File: src/hdl/gauge_port_pkg.sv
// constants, register map and carrier types for the single-wire gauge port
package gauge_port_pkg;
   // ==========================================================
   // clock and link timing (times in us except T_ABSENT_S in s, rate in bits/s)
   localparam int CLK_HZ     = 250_000_000;
   localparam int CLK_MHZ    = 250;
   localparam int BIT_RATE   = 333;
   localparam int T_START_US = 40;
   localparam int DATA_SETUP_TIME_US   = 100;
   localparam int T_DV_US    = 1000;
   localparam int T_SSU_US   = 2000;
   localparam int T_BREAK_US = 2500;
   localparam int T_BR_US    = 100;
   localparam int T_GAP_US   = 500;
   localparam int T_ABSENT_S = 30;
   // least times round up, frame period rounds up to honour the rate
   localparam int BIT_CYC    = (CLK_HZ + BIT_RATE - 1) / BIT_RATE;
   localparam int START_CYC  = T_START_US * CLK_MHZ;
   localparam int DSU_CYC    = DATA_SETUP_TIME_US * CLK_MHZ;
   localparam int DV_CYC     = (DATA_SETUP_TIME_US + T_DV_US) * CLK_MHZ;
   localparam int SSU_CYC    = T_SSU_US * CLK_MHZ;
   localparam int BREAK_CYC  = T_BREAK_US * CLK_MHZ;
   localparam int BR_CYC     = T_BR_US * CLK_MHZ;
   localparam int GAP_CYC    = T_GAP_US * CLK_MHZ;
   localparam int MS_CYC     = CLK_MHZ * 1000;
   localparam int ABSENT_MS  = T_ABSENT_S * 1000;
   // ==========================================================
   // register map
   localparam logic [6:0] A_CMD   = 7'h00;
   localparam logic [6:0] A_FLAGS = 7'h01;
   localparam logic [6:0] A_TEMPERATURE_AND_GAUGE = 7'h02;
   localparam logic [6:0] A_CHARGE_COUNT_HIGH  = 7'h03;
   localparam logic [6:0] A_BATTERY_IDENT = 7'h04;
   localparam logic [6:0] A_LMD   = 7'h05;
   localparam logic [6:0] A_SECONDARY_FLAGS = 7'h06;
   localparam logic [6:0] A_PPD   = 7'h07;
   localparam logic [6:0] A_PPU   = 7'h08;
   localparam logic [6:0] A_CPI   = 7'h09;
   localparam logic [6:0] A_DMF   = 7'h0a;
   localparam logic [6:0] A_VSB   = 7'h0b;
   localparam logic [6:0] A_VTS   = 7'h0c;
   localparam logic [6:0] A_CHARGE_COUNT_LOW  = 7'h17;
   localparam logic [6:0] A_RST   = 7'h39;
   localparam int         DIR_BIT = 7;
   localparam int         RST_BIT = 7;
   localparam logic [7:0] DMF_RST = 8'h96;
   localparam logic [7:0] VTS_RST = 8'h70;
   localparam logic [7:0] CPI_MAX = 8'hff;
   localparam logic [7:0] CPI_LIM = 8'h3f;   // 64th charge
   // final warning offset: 100 mV in 9.375 mV steps, rounded up
   localparam int         FINAL_EMPTY_WARNING_MV = 100;
   localparam int         LSB_UV  = 9375;
   localparam logic [7:0] FINAL_EMPTY_WARNING_OF = 8'((FINAL_EMPTY_WARNING_MV * 1000 + LSB_UV - 1) / LSB_UV);
   // ==========================================================
   // carriers
   typedef struct packed {
      logic [7:0] temperature_and_gauge;
      logic [7:0] secondary_flags;
      logic [7:0] prog_pin_pulldown;
      logic [7:0] prog_pin_pullup;
      logic [7:0] cell_voltage;
      logic [7:0] charge_count_low;
   } meas_t;
   typedef struct packed {
      logic cell_hi;     // cell above max cell voltage
      logic cell_lo;     // cell below 0.1 V
      logic chg_above;   // filtered sense voltage above charge threshold
      logic dischg;      // discharge activity
      logic full;        // count reached learned capacity
      logic done;        // charge done
      logic lmd_upd;     // learned capacity updated (pulse)
      logic valid_chg;   // valid charge action (pulse)
      logic self_discharge_count_max;    // self-discharge count reached 4096
      logic sustained;   // sustained valid charge
      logic cold;        // temperature below 0 C
   } ev_t;
   typedef struct packed {
      logic [7:0] charge_count_high;
      logic [7:0] battery_ident;
      logic [7:0] learned_capacity;
      logic [7:0] filter_threshold;
      logic [7:0] discharge_threshold;
   } regs_t;
endpackage

File: src/hdl/single_wire_gauge_register_port.sv
// single-wire serial register port and primary flag logic of the gauge
// What this block does
// - line is open-drain; device only pulls low or releases, host pulls up
// - host command byte, then eight bits stored or eight bits returned
// - bit rate never above 333 bits per second either way
// - bytes travel least significant bit first
// - long low is a break; device then awaits a command
// - each bit frame opens with the sender pulling low for start time
// - bit value valid by setup time after fall, held for valid time
// - sender releases by stop setup time and stays high to frame end
// - command word loads after eight bits and cannot be read back
// - command bit 7 low reads, high means eight data bits follow
// - low seven bits address; writes to non-writable addresses are dropped
// - primary flags at 01h, bits 7..0 as listed, bit 2 unused
// - charge_active follows sense above threshold, cleared by discharge
// - battery_swapped set by cell crossings or reset, cleared by charge
// - battery_absent set while cell above 2.25V or below 0.1V
// - battery_absent filtered, reacting within 30 seconds
// - capacity_stale set on 64th valid charge or reset, cleared on update
// - valid_discharge set from full, cleared by update and three causes
// - first empty warning latched until a valid charge
// - final warning 100mV lower, latched, blanks display, floats empty
`timescale 1ns/1ps
module single_wire_gauge_register_port #(
   parameter int CW        = 20,
   parameter int BIT_CYC   = gauge_port_pkg::BIT_CYC,
   parameter int START_CYC = gauge_port_pkg::START_CYC,
   parameter int DSU_CYC   = gauge_port_pkg::DSU_CYC,
   parameter int DV_CYC    = gauge_port_pkg::DV_CYC,
   parameter int SSU_CYC   = gauge_port_pkg::SSU_CYC,
   parameter int BREAK_CYC = gauge_port_pkg::BREAK_CYC,
   parameter int BR_CYC    = gauge_port_pkg::BR_CYC,
   parameter int GAP_CYC   = gauge_port_pkg::GAP_CYC,
   parameter int MS_CYC    = gauge_port_pkg::MS_CYC,
   parameter int ABSENT_MS = gauge_port_pkg::ABSENT_MS
) (
   // clock and reset
   input  wire logic                  REF_CLK_I,
   input  wire logic                  RST_N_I,
   // serial line, open drain
   input  wire logic                  DQ_I,
   output logic                       DQ_O,
   output logic                       DQ_OE_O,
   // gauge core side
   input  wire gauge_port_pkg::meas_t MEAS_I,
   input  wire gauge_port_pkg::ev_t   EV_I,
   output gauge_port_pkg::regs_t      REGS_O,
   output logic [7:0]                 FLAGS_O,
   output logic [7:0]                 CPI_O,
   output logic                       SOFT_RESET_O,
   output logic                       DISPLAY_OFF_O,
   output logic                       EMPTY_FLOAT_O
);
   typedef enum logic [1:0] {L_IDLE, L_LOW, L_GAP, L_TX} link_t;

   localparam logic [CW-1:0] C_BIT   = CW'(BIT_CYC - 1);
   localparam logic [CW-1:0] C_START = CW'(START_CYC);
   localparam logic [CW-1:0] C_DSU   = CW'(DSU_CYC);
   localparam logic [CW-1:0] C_DV    = CW'(DV_CYC);
   localparam logic [CW-1:0] C_SSU   = CW'(SSU_CYC);
   localparam logic [CW-1:0] C_BRK   = CW'(BREAK_CYC);
   localparam logic [CW-1:0] C_BR    = CW'(BR_CYC);
   localparam logic [CW-1:0] C_GAP   = CW'(GAP_CYC);
   localparam logic [CW-1:0] C_MAX   = '1;

   logic                  s1_ff;
   logic                  s2_ff;
   logic                  prev_ff;
   link_t                 st_ff;
   logic [CW-1:0]         cnt_ff;
   logic [2:0]            bit_ff;
   logic [7:0]            sh_ff;
   logic                  data_ph_ff;
   logic                  brk_ff;
   logic [7:0]            cmd_ff;
   logic [7:0]            tx_ff;
   logic                  oe_ff;
   logic                  zero_ff;
   gauge_port_pkg::regs_t regs_ff;
   logic [7:0]            cpi_ff;
   logic                  chg_ff;
   logic                  swap_ff;
   logic                  abs_ff;
   logic                  stale_ff;
   logic                  vdq_ff;
   logic                  from_full_ff;
   logic                  first_empty_warning_ff;
   logic                  final_empty_warning_ff;
   logic                  srst_ff;
   logic                  hi_ff;
   logic                  lo_ff;
   logic [17:0]           ms_ff;
   logic [15:0]           flt_ff;

   logic                  fall;
   logic                  rise;
   logic                  rx_bit;
   logic [7:0]            nxt_byte;
   logic                  is_break;
   logic                  byte_done;
   logic                  wr_en;
   logic [6:0]            wr_addr;
   logic [7:0]            rd_data;
   logic [7:0]            flags;
   logic                  raw_abs;
   logic [7:0]            vts_f;

   // ==========================================================
   // line input: two flops before anything looks at it
   always_ff @(posedge REF_CLK_I) begin
      if (!RST_N_I) begin
         s1_ff   <= 1'b1;
         s2_ff   <= 1'b1;
         prev_ff <= 1'b1;
      end else begin
         s1_ff   <= DQ_I;
         s2_ff   <= s1_ff;
         prev_ff <= s2_ff;
      end
   end

   assign fall      = prev_ff & ~s2_ff;
   assign rise      = ~prev_ff & s2_ff;
   assign is_break  = (cnt_ff >= C_BRK);
   assign rx_bit    = (cnt_ff < C_DSU);                  // short low reads as one
   assign nxt_byte  = {rx_bit, sh_ff[7:1]};              // lsb arrives first
   assign byte_done = (st_ff == L_LOW) && rise && !is_break && (bit_ff == 3'h7);
   assign wr_en     = byte_done && data_ph_ff;
   assign wr_addr   = cmd_ff[6:0];

   // ==========================================================
   // link sequencer: receive by low width, answer reads after a gap
   always_ff @(posedge REF_CLK_I) begin
      if (!RST_N_I) begin
         st_ff      <= L_IDLE;
         cnt_ff     <= '0;
         bit_ff     <= 3'h0;
         sh_ff      <= 8'h00;
         data_ph_ff <= 1'b0;
         brk_ff     <= 1'b0;
         cmd_ff     <= 8'h00;
         tx_ff      <= 8'h00;
      end else begin
         case (st_ff)
            L_IDLE: begin
               cnt_ff <= (cnt_ff == C_MAX) ? cnt_ff : cnt_ff + 1'b1;
               // a fall too soon after a break is not a frame
               if (fall && !(brk_ff && cnt_ff < C_BR)) begin
                  st_ff  <= L_LOW;
                  cnt_ff <= '0;
               end
            end
            L_LOW: begin
               cnt_ff <= (cnt_ff == C_MAX) ? cnt_ff : cnt_ff + 1'b1;
               if (rise) begin
                  st_ff  <= L_IDLE;
                  cnt_ff <= '0;
                  if (is_break) begin
                     // partial byte dropped, next byte is a command
                     bit_ff     <= 3'h0;
                     data_ph_ff <= 1'b0;
                     brk_ff     <= 1'b1;
                  end else begin
                     brk_ff <= 1'b0;
                     sh_ff  <= nxt_byte;
                     bit_ff <= bit_ff + 3'h1;
                     if (bit_ff == 3'h7) begin
                        if (data_ph_ff) begin
                           data_ph_ff <= 1'b0;
                        end else begin
                           cmd_ff <= nxt_byte;
                           if (nxt_byte[gauge_port_pkg::DIR_BIT]) begin
                              data_ph_ff <= 1'b1;
                           end else begin
                              st_ff <= L_GAP;
                              tx_ff <= rd_data;
                           end
                        end
                     end
                  end
               end
            end
            L_GAP: begin
               cnt_ff <= cnt_ff + 1'b1;
               if (cnt_ff == C_GAP) begin
                  st_ff  <= L_TX;
                  cnt_ff <= '0;
               end
            end
            L_TX: begin
               cnt_ff <= cnt_ff + 1'b1;
               // one frame per bit period keeps the rate legal
               if (cnt_ff == C_BIT) begin
                  cnt_ff <= '0;
                  tx_ff  <= {1'b0, tx_ff[7:1]};
                  bit_ff <= bit_ff + 3'h1;
                  if (bit_ff == 3'h7) begin
                     st_ff <= L_IDLE;
                  end
               end
            end
            default: begin
               st_ff <= L_IDLE;
            end
         endcase
      end
   end

   // ==========================================================
   // driver: start low, hold low through valid time for a zero
   always_ff @(posedge REF_CLK_I) begin
      if (!RST_N_I) begin
         oe_ff   <= 1'b0;
         zero_ff <= 1'b0;
      end else begin
         zero_ff <= 1'b0;                                   // only ever pulls low
         oe_ff   <= (st_ff == L_TX) && cnt_ff != C_BIT
                    && ((cnt_ff < C_START)
                    || (!tx_ff[0] && cnt_ff < C_DV));
      end
   end

   // ==========================================================
   // read mux; command word and reset register read as zero
   always_comb begin
      // decoded from the byte just completing, before cmd_ff loads
      case (nxt_byte[6:0])
         gauge_port_pkg::A_FLAGS: rd_data = flags;
         gauge_port_pkg::A_TEMPERATURE_AND_GAUGE: rd_data = MEAS_I.temperature_and_gauge;
         gauge_port_pkg::A_CHARGE_COUNT_HIGH:  rd_data = regs_ff.charge_count_high;
         gauge_port_pkg::A_BATTERY_IDENT: rd_data = regs_ff.battery_ident;
         gauge_port_pkg::A_LMD:   rd_data = regs_ff.learned_capacity;
         gauge_port_pkg::A_SECONDARY_FLAGS: rd_data = MEAS_I.secondary_flags;
         gauge_port_pkg::A_PPD:   rd_data = MEAS_I.prog_pin_pulldown;
         gauge_port_pkg::A_PPU:   rd_data = MEAS_I.prog_pin_pullup;
         gauge_port_pkg::A_CPI:   rd_data = cpi_ff;
         gauge_port_pkg::A_DMF:   rd_data = regs_ff.filter_threshold;
         gauge_port_pkg::A_VSB:   rd_data = MEAS_I.cell_voltage;
         gauge_port_pkg::A_VTS:   rd_data = regs_ff.discharge_threshold;
         gauge_port_pkg::A_CHARGE_COUNT_LOW:  rd_data = MEAS_I.charge_count_low;
         default:                 rd_data = 8'h00;
      endcase
   end

   // ==========================================================
   // writable registers; anything else is dropped silently
   always_ff @(posedge REF_CLK_I) begin
      if (!RST_N_I) begin
         regs_ff <= '{charge_count_high: 8'h00, battery_ident: 8'h00, learned_capacity: 8'h00,
                      filter_threshold: gauge_port_pkg::DMF_RST, discharge_threshold: gauge_port_pkg::VTS_RST};
         srst_ff <= 1'b0;
      end else begin
         srst_ff <= 1'b0;
         if (wr_en) begin
            case (wr_addr)
               gauge_port_pkg::A_CHARGE_COUNT_HIGH:  regs_ff.charge_count_high  <= nxt_byte;
               gauge_port_pkg::A_BATTERY_IDENT: regs_ff.battery_ident <= nxt_byte;
               gauge_port_pkg::A_LMD:   regs_ff.learned_capacity   <= nxt_byte;
               gauge_port_pkg::A_DMF:   regs_ff.filter_threshold   <= nxt_byte;
               gauge_port_pkg::A_VTS:   regs_ff.discharge_threshold   <= nxt_byte;
               gauge_port_pkg::A_RST:   srst_ff <= nxt_byte[gauge_port_pkg::RST_BIT];
               default:                 ;
            endcase
         end
      end
   end

   // ==========================================================
   // primary flags
   assign flags   = {chg_ff, swap_ff, abs_ff, stale_ff, vdq_ff, 1'b0, first_empty_warning_ff, final_empty_warning_ff};
   assign raw_abs = EV_I.cell_hi | EV_I.cell_lo;
   assign vts_f   = (regs_ff.discharge_threshold > gauge_port_pkg::FINAL_EMPTY_WARNING_OF) ? regs_ff.discharge_threshold - gauge_port_pkg::FINAL_EMPTY_WARNING_OF : 8'h00;

   // charge activity, discharge wins
   always_ff @(posedge REF_CLK_I) begin
      if (!RST_N_I) begin
         chg_ff <= 1'b0;
      end else begin
         chg_ff <= EV_I.chg_above & ~EV_I.dischg;
      end
   end

   // swap detect on cell crossings; set wins over clear
   always_ff @(posedge REF_CLK_I) begin
      if (!RST_N_I) begin
         hi_ff   <= 1'b0;
         lo_ff   <= 1'b0;
         swap_ff <= 1'b1;
      end else begin
         hi_ff <= EV_I.cell_hi;
         lo_ff <= EV_I.cell_lo;
         if ((hi_ff & ~EV_I.cell_hi) | (lo_ff & ~EV_I.cell_lo) | srst_ff) begin
            swap_ff <= 1'b1;
         end else if (EV_I.valid_chg & (EV_I.full | first_empty_warning_ff)) begin
            swap_ff <= 1'b0;
         end
      end
   end

   // absent filter: raw level must hold for the filter window in ms ticks
   always_ff @(posedge REF_CLK_I) begin
      if (!RST_N_I) begin
         ms_ff  <= 18'h00000;
         flt_ff <= 16'h0000;
         abs_ff <= 1'b0;
      end else begin
         ms_ff <= (ms_ff == 18'(MS_CYC - 1)) ? 18'h00000 : ms_ff + 18'h00001;
         if (raw_abs == abs_ff) begin
            flt_ff <= 16'h0000;
         end else if (ms_ff == 18'(MS_CYC - 1)) begin
            flt_ff <= flt_ff + 16'h0001;
            if (flt_ff == 16'(ABSENT_MS - 1)) begin
               abs_ff <= raw_abs;
               flt_ff <= 16'h0000;
            end
         end
      end
   end

   // charge counter since last capacity update, saturating
   always_ff @(posedge REF_CLK_I) begin
      if (!RST_N_I) begin
         cpi_ff   <= 8'h00;
         stale_ff <= 1'b1;
      end else begin
         if (EV_I.lmd_upd) begin
            cpi_ff <= 8'h00;
         end else if (EV_I.valid_chg && cpi_ff != gauge_port_pkg::CPI_MAX) begin
            cpi_ff <= cpi_ff + 8'h01;
         end
         if (srst_ff || (EV_I.valid_chg && cpi_ff == gauge_port_pkg::CPI_LIM)) begin
            stale_ff <= 1'b1;
         end else if (EV_I.lmd_upd) begin
            stale_ff <= 1'b0;
         end
      end
   end

   // qualified discharge; armed by full count or charge done
   always_ff @(posedge REF_CLK_I) begin
      if (!RST_N_I) begin
         from_full_ff <= 1'b0;
         vdq_ff       <= 1'b0;
      end else begin
         if (EV_I.full | EV_I.done) begin
            from_full_ff <= 1'b1;
         end else if (EV_I.dischg) begin
            from_full_ff <= 1'b0;
         end
         if (EV_I.dischg && from_full_ff) begin
            vdq_ff <= 1'b1;
         end else if (EV_I.lmd_upd | EV_I.self_discharge_count_max | EV_I.sustained
                      | (first_empty_warning_ff & EV_I.cold)) begin
            vdq_ff <= 1'b0;
         end
      end
   end

   // empty warnings latched until valid charge; a new trip wins
   always_ff @(posedge REF_CLK_I) begin
      if (!RST_N_I) begin
         first_empty_warning_ff <= 1'b0;
         final_empty_warning_ff <= 1'b0;
      end else begin
         if (MEAS_I.cell_voltage < regs_ff.discharge_threshold) begin
            first_empty_warning_ff <= 1'b1;
         end else if (EV_I.valid_chg) begin
            first_empty_warning_ff <= 1'b0;
         end
         if (MEAS_I.cell_voltage < vts_f) begin
            final_empty_warning_ff <= 1'b1;
         end else if (EV_I.valid_chg) begin
            final_empty_warning_ff <= 1'b0;
         end
      end
   end

   // ==========================================================
   // outputs, all from flops
   assign DQ_O          = zero_ff;
   assign DQ_OE_O       = oe_ff;
   assign REGS_O        = regs_ff;
   assign CPI_O         = cpi_ff;
   assign SOFT_RESET_O  = srst_ff;
   assign DISPLAY_OFF_O = final_empty_warning_ff;
   assign EMPTY_FLOAT_O = final_empty_warning_ff;
   always_ff @(posedge REF_CLK_I) begin
      if (!RST_N_I) begin
         FLAGS_O <= 8'h00;
      end else begin
         FLAGS_O <= flags;
      end
   end
endmodule

File: config.mk
export PLATFORM = sky130hd
export DESIGN_NAME = single_wire_gauge_register_port
export DESIGN_NICKNAME = d
export VERILOG_FILES = /design/src/hdl/gauge_port_pkg.sv /design/src/hdl/single_wire_gauge_register_port.sv
export SDC_FILE = /design/constraint.sdc
export NUM_CORES = 1
export LEC_CHECK = 0
export BUFFER_PORTS_ARGS = -buffer_cell sky130_fd_sc_hd__buf_2
export CORE_MARGIN = 10
export CORE_UTILIZATION = 40
export DETAILED_ROUTE_END_ITERATION = 12
export HOLD_SLACK_MARGIN = 0.1
export PLACE_DENSITY = 0.65
export SYNTH_ARGS = -nofsm -noshare
export SYNTH_HDL_FRONTEND = slang
export SYNTH_SLANG_ARGS = --single-unit
File: constraint.sdc
create_clock -name REF_CLK_I -period 3.5 [get_ports REF_CLK_I]
set_input_delay 0.525 -clock REF_CLK_I [delete_from_list [all_inputs] [get_ports REF_CLK_I]]
set_output_delay 0.525 -clock REF_CLK_I [all_outputs]
set_load 0.005 [all_outputs]
==> run metrics, run 1 <==
status finished, final reports clean; maximum clock rate 364 MHz; largest family of logic cells by synthesized area simple AND/OR/NAND/NOR gates; Area Growth Syn to Fin 16.8%; first-pass GRT wire length 37.4 mm; CTS Buffer Depth 2; Routed Antenna Nets 0; min Tclk post-route 2.75 ns; Post-DP Area 8870 um2; count of different cell masters after synthesis 75; # DRC 0; initial DRC count 645; Mean Syn Cell Area 8.47 um2; Worst EP required 3.78 ns; GPL Wtd Cong 0.929; CTS tree built; RSZ-0062 raised after global routing false; io pins 123; Slowest-stage cell, CP o31ai_4; Max Cap Violations 0; CP max stage delay 0.70 ns; Hold-fix buffers, CTS 0; gr ovfl total 0; vias in the first global route 7041; Via density 5.59; Final HPWL DP 17.2 mm; post-CTS setup buffer count 0; final hold violation count 0; Seq cells post-synth 153; via count 7405; IO Port Bufs 120; period utilization 0.784; worst-case vdd ir drop 0.322 mV; cell area after layout 9460 um2; post-synthesis adder-cell area fraction 0.0355; worst min-delay path class primary input to register; number of enable flip-flop cells after synthesis 0; CP cell instances inv_1, ha_1, nor4b_1, nand4_1, o311ai_0, nand2_2, o31ai_4, o21ai_0; crit-path max FO 18; yosys warns 0; Clock transition at path regs 0.06 ns; DIE AREA 26300 um2; largest net degree at the start of global routing 32; Root Buffer clkbuf_16; wire per inst 17.7 um; gate count of the mapped netlist 956; Synth Cell Area 8100 um2; CTS H-tree lvls 4; Die H 162 um; post-cts sizing count 0; Main synth FF type dfxtp_1; # diodes 0; gr usage total 0.174; CTS sink cnt 153; initial antenna violation count 0; Slew Limit Fails 0; TritonCTS buffer count 17; Async SR Flop Fraction 0; Die W 162 um; Post-Route WL 23.5 mm; share of cells above drive strength 1 0.190; Final #Nets 1132; simple-gate share of the synthesized area 0.249; Clock Skews 0.0103 ns; Compound-Gate Fraction of Synth Area 0.151; critical path arrival 3.02 ns; PwrDens 399 nW/um2; mux cell area share after synthesis 0.0842; XOR/XNOR share of the synthesized area 0.0552; Core Area 19700 um2; CP Capture Type register; row count 51; CP startpoint kind register; initial core utilization 0.411; # fillers 1905; final setup violation count 0; Worst-Skew Late Latency 0.43 ns; sequential area share after synthesis 0.378; LEAKAGE 3.52 nW; first-pass iteration count of the detailed router 5; WS Path Type register to register; setup TNS 0 ns; Slew HR 0.448; transition time at the pin with the least slew margin 0.822 ns
critical path, delay by kind of cell (launching register included):
family,cells,cell delay (ns)
DFF,1,0.35
adders and majority gates,1,0.15
and+or+nand+nor,3,0.52
buffers and inverters,1,0.10
AOI/OAI and AO/OA,3,1.46
routing by layer:
layer,part of all wire,global-route usage,vias to the layer above
li1,-,-,3605
met1,0.45,0.225,3469
met2,0.45,0.271,303
met3,0.079,0.0523,28
met4,0.016,0.0567,0
met5,0,0,-
cell families (layout without fill, tap and decap cells):
logic type               Yosys count  after routing
XOR/XNOR                          51             51
buffers and inverters             88            191
multiplexers                      55             55
flip-flops                       153            153
adder cells (fa/ha/maj)           23             23
other                              1              2
AND/OR/NAND/NOR                  397            397
AO/OA/AOI/OAI                    188            188
metrics by stage:
step	instances	util	setup WS [ns]	total power (W)	hold slack [ns]
final	1325	0.480	0.755	0.00377	0.279
after global routing	1325	0.480	0.551	0.00389	0.263
after CTS	1325	0.480	0.779	0.00380	0.263
after detailed placement	1293	0.450	0.776	0.00199	0.404
after global placement	1293	0.450	0.840	0.00198	0.407
after floorplan	957	-	1.18	0.00191	0.386
state kept, by name, indices dropped and copies added, names as in the netlist, 3 cells and up, named ones only:
register,cells
sh_ff,7
CPI_O,8
cnt_ff,20
FLAGS_O,7
bit_ff,3
REGS_O,40
ms_ff,18
flt_ff,16
cmd_ff,7
tx_ff,8
power by group:
group	internal (W)	leakage [nW]	switching (W)	total, W
combinational	0.0000721	2.00	0.0000958	0.000168
clock	0.00108	0.282	0.000740	0.00182
sequential	0.00176	1.24	0.0000183	0.00178
placed cells by master, fill, tap and decap left out, types with 15 or more instances in the layout:
master     instances
inv_1             25
xnor2_1           30
nand4_1           22
nor2_1           104
dfxtp_1          152
and3_1            15
o21ai_0           54
buf_2            120
ha_1              23
xor2_1            21
nand3_1           44
nand2_1          100
a21oi_1           48
clkbuf_16         17
mux2i_1           40
cell usage after synthesis, types with 4 or more instances:
cell | count | area share
nor4b_1 | 5 | 0.0054
nand3_1 | 44 | 0.027
or3_1 | 10 | 0.0077
buf_4 | 4 | 0.0037
nand4_1 | 22 | 0.017
or2_2 | 5 | 0.0039
and2_1 | 13 | 0.010
o31ai_1 | 6 | 0.0056
mux4_2 | 10 | 0.028
xor2_1 | 21 | 0.023
and4_1 | 4 | 0.0043
xnor2_1 | 30 | 0.032
nand2_1 | 100 | 0.046
inv_1 | 26 | 0.012
nor2b_1 | 11 | 0.0085
a22oi_1 | 9 | 0.0083
nand2b_1 | 8 | 0.0062
nand4b_1 | 5 | 0.0054
dfxtp_1 | 153 | 0.38
o21ai_1 | 4 | 0.0025
buf_2 | 10 | 0.0062
mux2i_1 | 40 | 0.049
nor4_1 | 14 | 0.011
nor2_1 | 104 | 0.048
nor3_1 | 13 | 0.0080
and3_1 | 15 | 0.012
a31oi_1 | 4 | 0.0031
a21oi_1 | 48 | 0.030
o211ai_1 | 9 | 0.0083
clkbuf_1 | 44 | 0.020
nand3b_1 | 6 | 0.0056
a211oi_1 | 6 | 0.0056
mux2_2 | 5 | 0.0070
ha_1 | 23 | 0.036
o21ai_0 | 54 | 0.033
path summary, 6_finish.rpt:
check	startpoint	endpoint	slack [ns]	cells after the start
worst min register to register	s1_ff$_SDFF_PN1_	s2_ff$_SDFF_PN1_	0.42	1
worst max-delay path	cnt_ff[0]$_SDFF_PN0_	cnt_ff[8]$_SDFF_PN0_	0.75	8
worst min-delay path	EV_I[7]	chg_ff$_SDFF_PN0_	0.28	2
worst max register to register	cnt_ff[0]$_SDFF_PN0_	cnt_ff[8]$_SDFF_PN0_	0.75	8
cell type report:
cell class	count	area [um2]	area share
clock buffer	20	457	0.0483
timing repair buffer	133	711	0.0752
inverter	26	97.6	0.0103
tap	265	332	0.0351
sequential	153	3060	0.324
clock inverter	12	125	0.0132
multi-input combinational	716	4670	0.494
No activity file was read; power rests on OpenSTA's default activity.
==> inputs of run 2 (changes only) <==
--- a/config.mk
+++ b/config.mk
@@ -5,12 +5,13 @@
 export SDC_FILE = /design/constraint.sdc
 export NUM_CORES = 1
 export LEC_CHECK = 0
+export ABC_AREA = 1
 export BUFFER_PORTS_ARGS = -buffer_cell sky130_fd_sc_hd__buf_2
 export CORE_MARGIN = 10
 export CORE_UTILIZATION = 40
 export DETAILED_ROUTE_END_ITERATION = 12
 export HOLD_SLACK_MARGIN = 0.1
-export PLACE_DENSITY = 0.65
+export PLACE_DENSITY = 0.64
 export SYNTH_ARGS = -nofsm -noshare
 export SYNTH_HDL_FRONTEND = slang
 export SYNTH_SLANG_ARGS = --single-unit
==> constraint.sdc (replaced) <==
create_clock -name REF_CLK_I -period 2.54 [get_ports REF_CLK_I]
set_input_delay 0.381 -clock REF_CLK_I [delete_from_list [all_inputs] [get_ports REF_CLK_I]]
set_output_delay 0.381 -clock REF_CLK_I [all_outputs]
set_load 0.005 [all_outputs]
==> run metrics, run 2 <==
status finished, final reports clean; setup TNS 0 ns; sequential area share after synthesis 0.332; max reg flops 40; RSZ-0062 raised after global routing false; Finished Layout Cells 1839; CTS H-tree lvls 4; Reg-to-Reg Start REGS_O[0]$_SDFFE_PN0P_; Worst-Skew Late Latency 0.43 ns; Worst EP required 2.92 ns; critical path arrival 2.50 ns; WS Path Type register to register; Clock transition at path regs 0.07 ns; gr usage total 0.204; LEAKAGE 4.82 nW; Seq cells post-synth 153; final setup violation count 0; first-pass GRT wire length 48.3 mm; # diodes 0; Routed Antenna Nets 0; commonest cells after routing, fill and taps aside nand2_1 (306), nor2_1 (215), nand3_1 (215), dfxtp_1 (153), inv_1 (142); post-cts sizing count 0; TritonCTS buffer count 17; Die H 172 um; maximum clock rate 470 MHz; largest area contributor in the netlist dfxtp_1; Slew HR 0.351; Main synth FF type dfxtp_1; Hold Startpoint DQ_I; io pins 123; Die W 172 um; Hold-fix buffers, CTS 0; Placed Instances 1807; Final #Nets 1626; commonest non-fill, non-tap cell in the layout nand2_1; CTS sink cnt 153; # DRC 0; Crit. Startpoint REGS_O[0]$_SDFFE_PN0P_; Max Cap Violations 0; Post-Route WL 30.6 mm; hold depth 2; wire per inst 16.7 um; Root Buffer clkbuf_16; # fillers 2348; Async SR Flop Fraction 0; Synth Cell Area 9220 um2; crit-path max FO 7; CTS tree built; worst-case vdd ir drop 0.365 mV; min Tclk post-route 2.13 ns; most common library cells after synthesis nand2_1 (306), nand3_1 (215), nor2_1 (215); count of different cell masters after synthesis 52; row count 55; GPL Wtd Cong 0.955; final hold violation count 0; via count 9815; gr ovfl total 0; CTS Buffer Depth 2; period utilization 0.838; vias in the first global route 9148; Slew Limit Fails 0; post-CTS setup buffer count 0; initial antenna violation count 0; gate count of the mapped netlist 1423; CP startpoint kind register; Finished Core Util 0.472; PwrDens 487 nW/um2; Final HPWL DP 23.5 mm; IO Port Bufs 120; yosys warns 0; DIE AREA 29500 um2; largest net degree at the start of global routing 73; Mean Syn Cell Area 6.48 um2; hold_ws 0.143 ns; Via density 5.34; transition time at the pin with the least slew margin 0.965 ns; share of cells above drive strength 1 0.147; initial core utilization 0.407; Core Area 22600 um2; initial DRC count 844; Area Growth Syn to Fin 16.0%; Synth area leaders dfxtp_1 (33%), nand2_1 (12%), nand3_1 (12%); CP Capture Type register; first-pass iteration count of the detailed router 7; count leader, synth nand2_1; Clock Skews 0.0153 ns; Yosys top cell area share 0.332; worst min-delay path class primary input to register; number of enable flip-flop cells after synthesis 0; R2R cell count 12
==> run 2: area by class of cell <==
type | count | area, um2 | share of cell area
Multi-Input combinational cell | 1071 | 5330 | 0.499
Sequential cell | 153 | 3060 | 0.287
Tap cell | 285 | 357 | 0.0334
Inverter | 154 | 578 | 0.0541
Clock buffer | 19 | 453 | 0.0424
Clock inverter | 13 | 111 | 0.0104
Timing Repair Buffer | 144 | 793 | 0.0742
==> run 2: per-stage QoR <==
stage	cell area (um2)	total power, W	setup slack (ns)
after detailed placement	10100	0.00280	0.434
final	10700	0.00520	0.412
after floorplan	9220	0.00267	0.737
after global routing	10700	0.00538	0.170
after CTS	10700	0.00526	0.424
after global placement	10100	0.00279	0.462
==> run 2: cells by family after synthesis <==
kind of cell    count (synthesis)  synth area share
simple gates                  848             0.416
buf+inv                       200            0.0899
compound gates                176             0.109
flops                         153             0.332
fa+ha+maj                      23            0.0312
xor+xnor                       22            0.0209
other cells                     1          0.000407
==> run 2: layer usage <==
metal | GRT usage | vias to the layer above | routed length, um
met5 | 0 | - | 0
met4 | 0.0731 | 0 | 785
met3 | 0.0495 | 49 | 2830
met2 | 0.316 | 374 | 13500
met1 | 0.269 | 4457 | 13600
li1 | - | 4935 | -
==> run 2: critical path, cell delays in order (launching register included) <==
cell and delay (ns):
dfxtp_1 0.39, ha_1 0.27, o21ai_0 0.38, a21oi_1 0.12, a21oi_1 0.16, ha_1 0.25
nand2_1 0.09, inv_1 0.05, nand2_1 0.05, nand3_1 0.07, a31oi_1 0.15, nand2_1 0.07
nand2_1 0.05
==> run 2: report_power, final <==
part | switching, W | leakage, nW | total [W] | internal (W)
combinational | 0.000184 | 3.32 | 0.000291 | 0.000107
clock | 0.00113 | 0.271 | 0.00246 | 0.00133
sequential | 0.0000258 | 1.24 | 0.00245 | 0.00243
total | 0.00134 | 4.82 | 0.00520 | 0.00387
==> run 2: worst paths after layout <==
kind	end	slack, ns
max	DISPLAY_OFF_O$_SDFFE_PN0P_	0.41
min	s1_ff$_SDFF_PN1_	0.14
max reg2reg	DISPLAY_OFF_O$_SDFFE_PN0P_	0.41
min reg2reg	s2_ff$_SDFF_PN1_	0.42
==> inputs of run 3 (changes only) <==
==> constraint.sdc (replaced) <==
create_clock -name REF_CLK_I -period 2.25 [get_ports REF_CLK_I]
set_input_delay 0.3375 -clock REF_CLK_I [delete_from_list [all_inputs] [get_ports REF_CLK_I]]
set_output_delay 0.3375 -clock REF_CLK_I [all_outputs]
set_load 0.005 [all_outputs]
==> run metrics, run 3 (synthesized netlist as in run 2, its figures left out) <==
status finished, final reports clean; critical path arrival 2.41 ns; Post-Place Worst Slack 0.118 ns; final setup violation count 0; Final #Nets 1646; maximum clock rate 493 MHz; period utilization 0.901; Worst EP required 2.63 ns; final hold violation count 0; share of cells above drive strength 1 0.158; Reg-to-Reg Start REGS_O[0]$_SDFFE_PN0P_; Top Family by Delay on Critical Path compound AO/OA/AOI/OAI gates; initial antenna violation count 0; WS Path Type register to register; TritonCTS buffer count 17; Slowest-stage cell, CP o21ai_0; gr usage total 0.208; CP Capture Type register; vias in the first global route 9071; commonest cells after routing, fill and taps aside nand2_1 (305), nor2_1 (215), nand3_1 (215), dfxtp_1 (153), inv_1 (142); Die H 172 um; Via density 5.33; # fillers 2373; first-pass GRT wire length 48.9 mm; largest net degree at the start of global routing 78; R2R cell count 12; LEAKAGE 4.96 nW; setup TNS 0 ns; io pins 123; Slew HR 0.536; Post-DP Area 10300 um2; Max Cap Violations 0; transition time at the pin with the least slew margin 0.693 ns; RSZ-0062 raised after global routing false; first-pass iteration count of the detailed router 5; Clock transition at path regs 0.07 ns; Die W 172 um; row count 55; sequential cell area 3060 um2; Clock Skews 0.0108 ns; Worst Path Buf+Inv 1; Area Growth Syn to Fin 18.6%; Crit. Startpoint REGS_O[0]$_SDFFE_PN0P_; IO Port Bufs 120; hold depth 3; CP startpoint kind register; via count 9904; CP cell instances ha_1, o21ai_0, a21oi_1, a21oi_1, ha_1, nand2_1, inv_1, nand2_1, nand3_1, a31oi_1, nand2_1, nand2_1; DIE AREA 29500 um2; gr ovfl total 0; setup ws final 0.222 ns; # diodes 0; GPL Wtd Cong 0.961; worst-case vdd ir drop 0.463 mV; # DRC 0; Root Buffer clkbuf_16; worst min-delay path class primary input to register; Worst-Skew Late Latency 0.43 ns; max reg flops 40; Core Area 22600 um2; Reg2Reg Capture Point DISPLAY_OFF_O$_SDFFE_PN0P_; Top cell by count, worst path nand2_1; wire per inst 16.8 um; Routed Antenna Nets 0; Final HPWL DP 23.8 mm; PwrDens 569 nW/um2; commonest non-fill, non-tap cell in the layout nand2_1; CTS sink cnt 153; Post-Route WL 31.2 mm; min Tclk post-route 2.03 ns; multi-input logic area 5340 um2; worst hold path endpoint lo_ff$_SDFF_PN0_; CTS tree built; initial DRC count 829; Worst R2R Setup Slack 0.22 ns; CTS H-tree lvls 4; Slew Limit Fails 0; crit-path max FO 3; CP max stage delay 0.35 ns; initial core utilization 0.407; Hold Startpoint EV_I[9]; cell area after layout 10900 um2; CTS Buffer Depth 2
run 3: cell type report:
type                    count  area share
clock buffers              19      0.0405
clock inverters            13      0.0165
inverters                 154      0.0529
multi-input cells        1071       0.488
flip-flops and latches    153       0.280
well taps                 285      0.0326
repair buffers            164      0.0888
run 3: report_power, final:
| group | internal [W] | switching (W) | total [W] |
|---|---|---|---|
| clock | 0.00181 | 0.00130 | 0.00311 |
| sequential | 0.00274 | 0.0000277 | 0.00277 |
| combinational | 0.000125 | 0.000209 | 0.000334 |
| total | 0.00468 | 0.00154 | 0.00621 |
run 3: worst max-delay path by stage:
stage,end,slack (ns),cells past startpoint
after floorplan,DISPLAY_OFF_O$_SDFFE_PN0P_,0.45,12
after global placement,REGS_O[8]$_SDFFE_PN0P_,0.12,11
after detailed placement,REGS_O[8]$_SDFFE_PN0P_,0.12,11
after CTS,REGS_O[8]$_SDFFE_PN0P_,0.10,11
after global routing,REGS_O[7]$_SDFFE_PN0P_,0.007,11
final,DISPLAY_OFF_O$_SDFFE_PN0P_,0.22,12
run 3: what timing repair did:
action	4_1_cts	5_1_grt
hold endpoints to repair	1	0
hold buffers	1	0
buffers inserted	0	1
gates resized for setup	0	2
endpoints found under the setup margin	0	6
run 3: per-stage QoR:
| step | instances | util | hold slack, ns | power (W) |
|---|---|---|---|---|
| floorplan | 1424 | - | 0.393 | 0.00301 |
| global placement | 1825 | 0.454 | 0.396 | 0.00316 |
| detailed placement | 1825 | 0.454 | 0.400 | 0.00316 |
| CTS | 1858 | 0.482 | 0.103 | 0.00625 |
| global route | 1859 | 0.483 | 0.118 | 0.00642 |
| finish | 1859 | 0.483 | 0.115 | 0.00621 |
run 3: worst reg2reg max path, stage by stage (launching register included):
cell     delay, ns
dfxtp_1       0.31
ha_1          0.23
o21ai_0       0.35
a21oi_1       0.12
a21oi_1       0.19
ha_1          0.26
nand2_1       0.08
inv_1         0.05
nand2_1       0.05
nand3_1       0.06
a31oi_1       0.13
nand2_1       0.08
nand2_1       0.06
run 3: layer usage:
layer | up-vias | track usage | routed length [um]
li1 | 4976 | - | -
met1 | 4475 | 0.275 | 14000
met2 | 405 | 0.330 | 13800
met3 | 48 | 0.0385 | 2550
met4 | 0 | 0.0735 | 842
met5 | - | 0 | 0
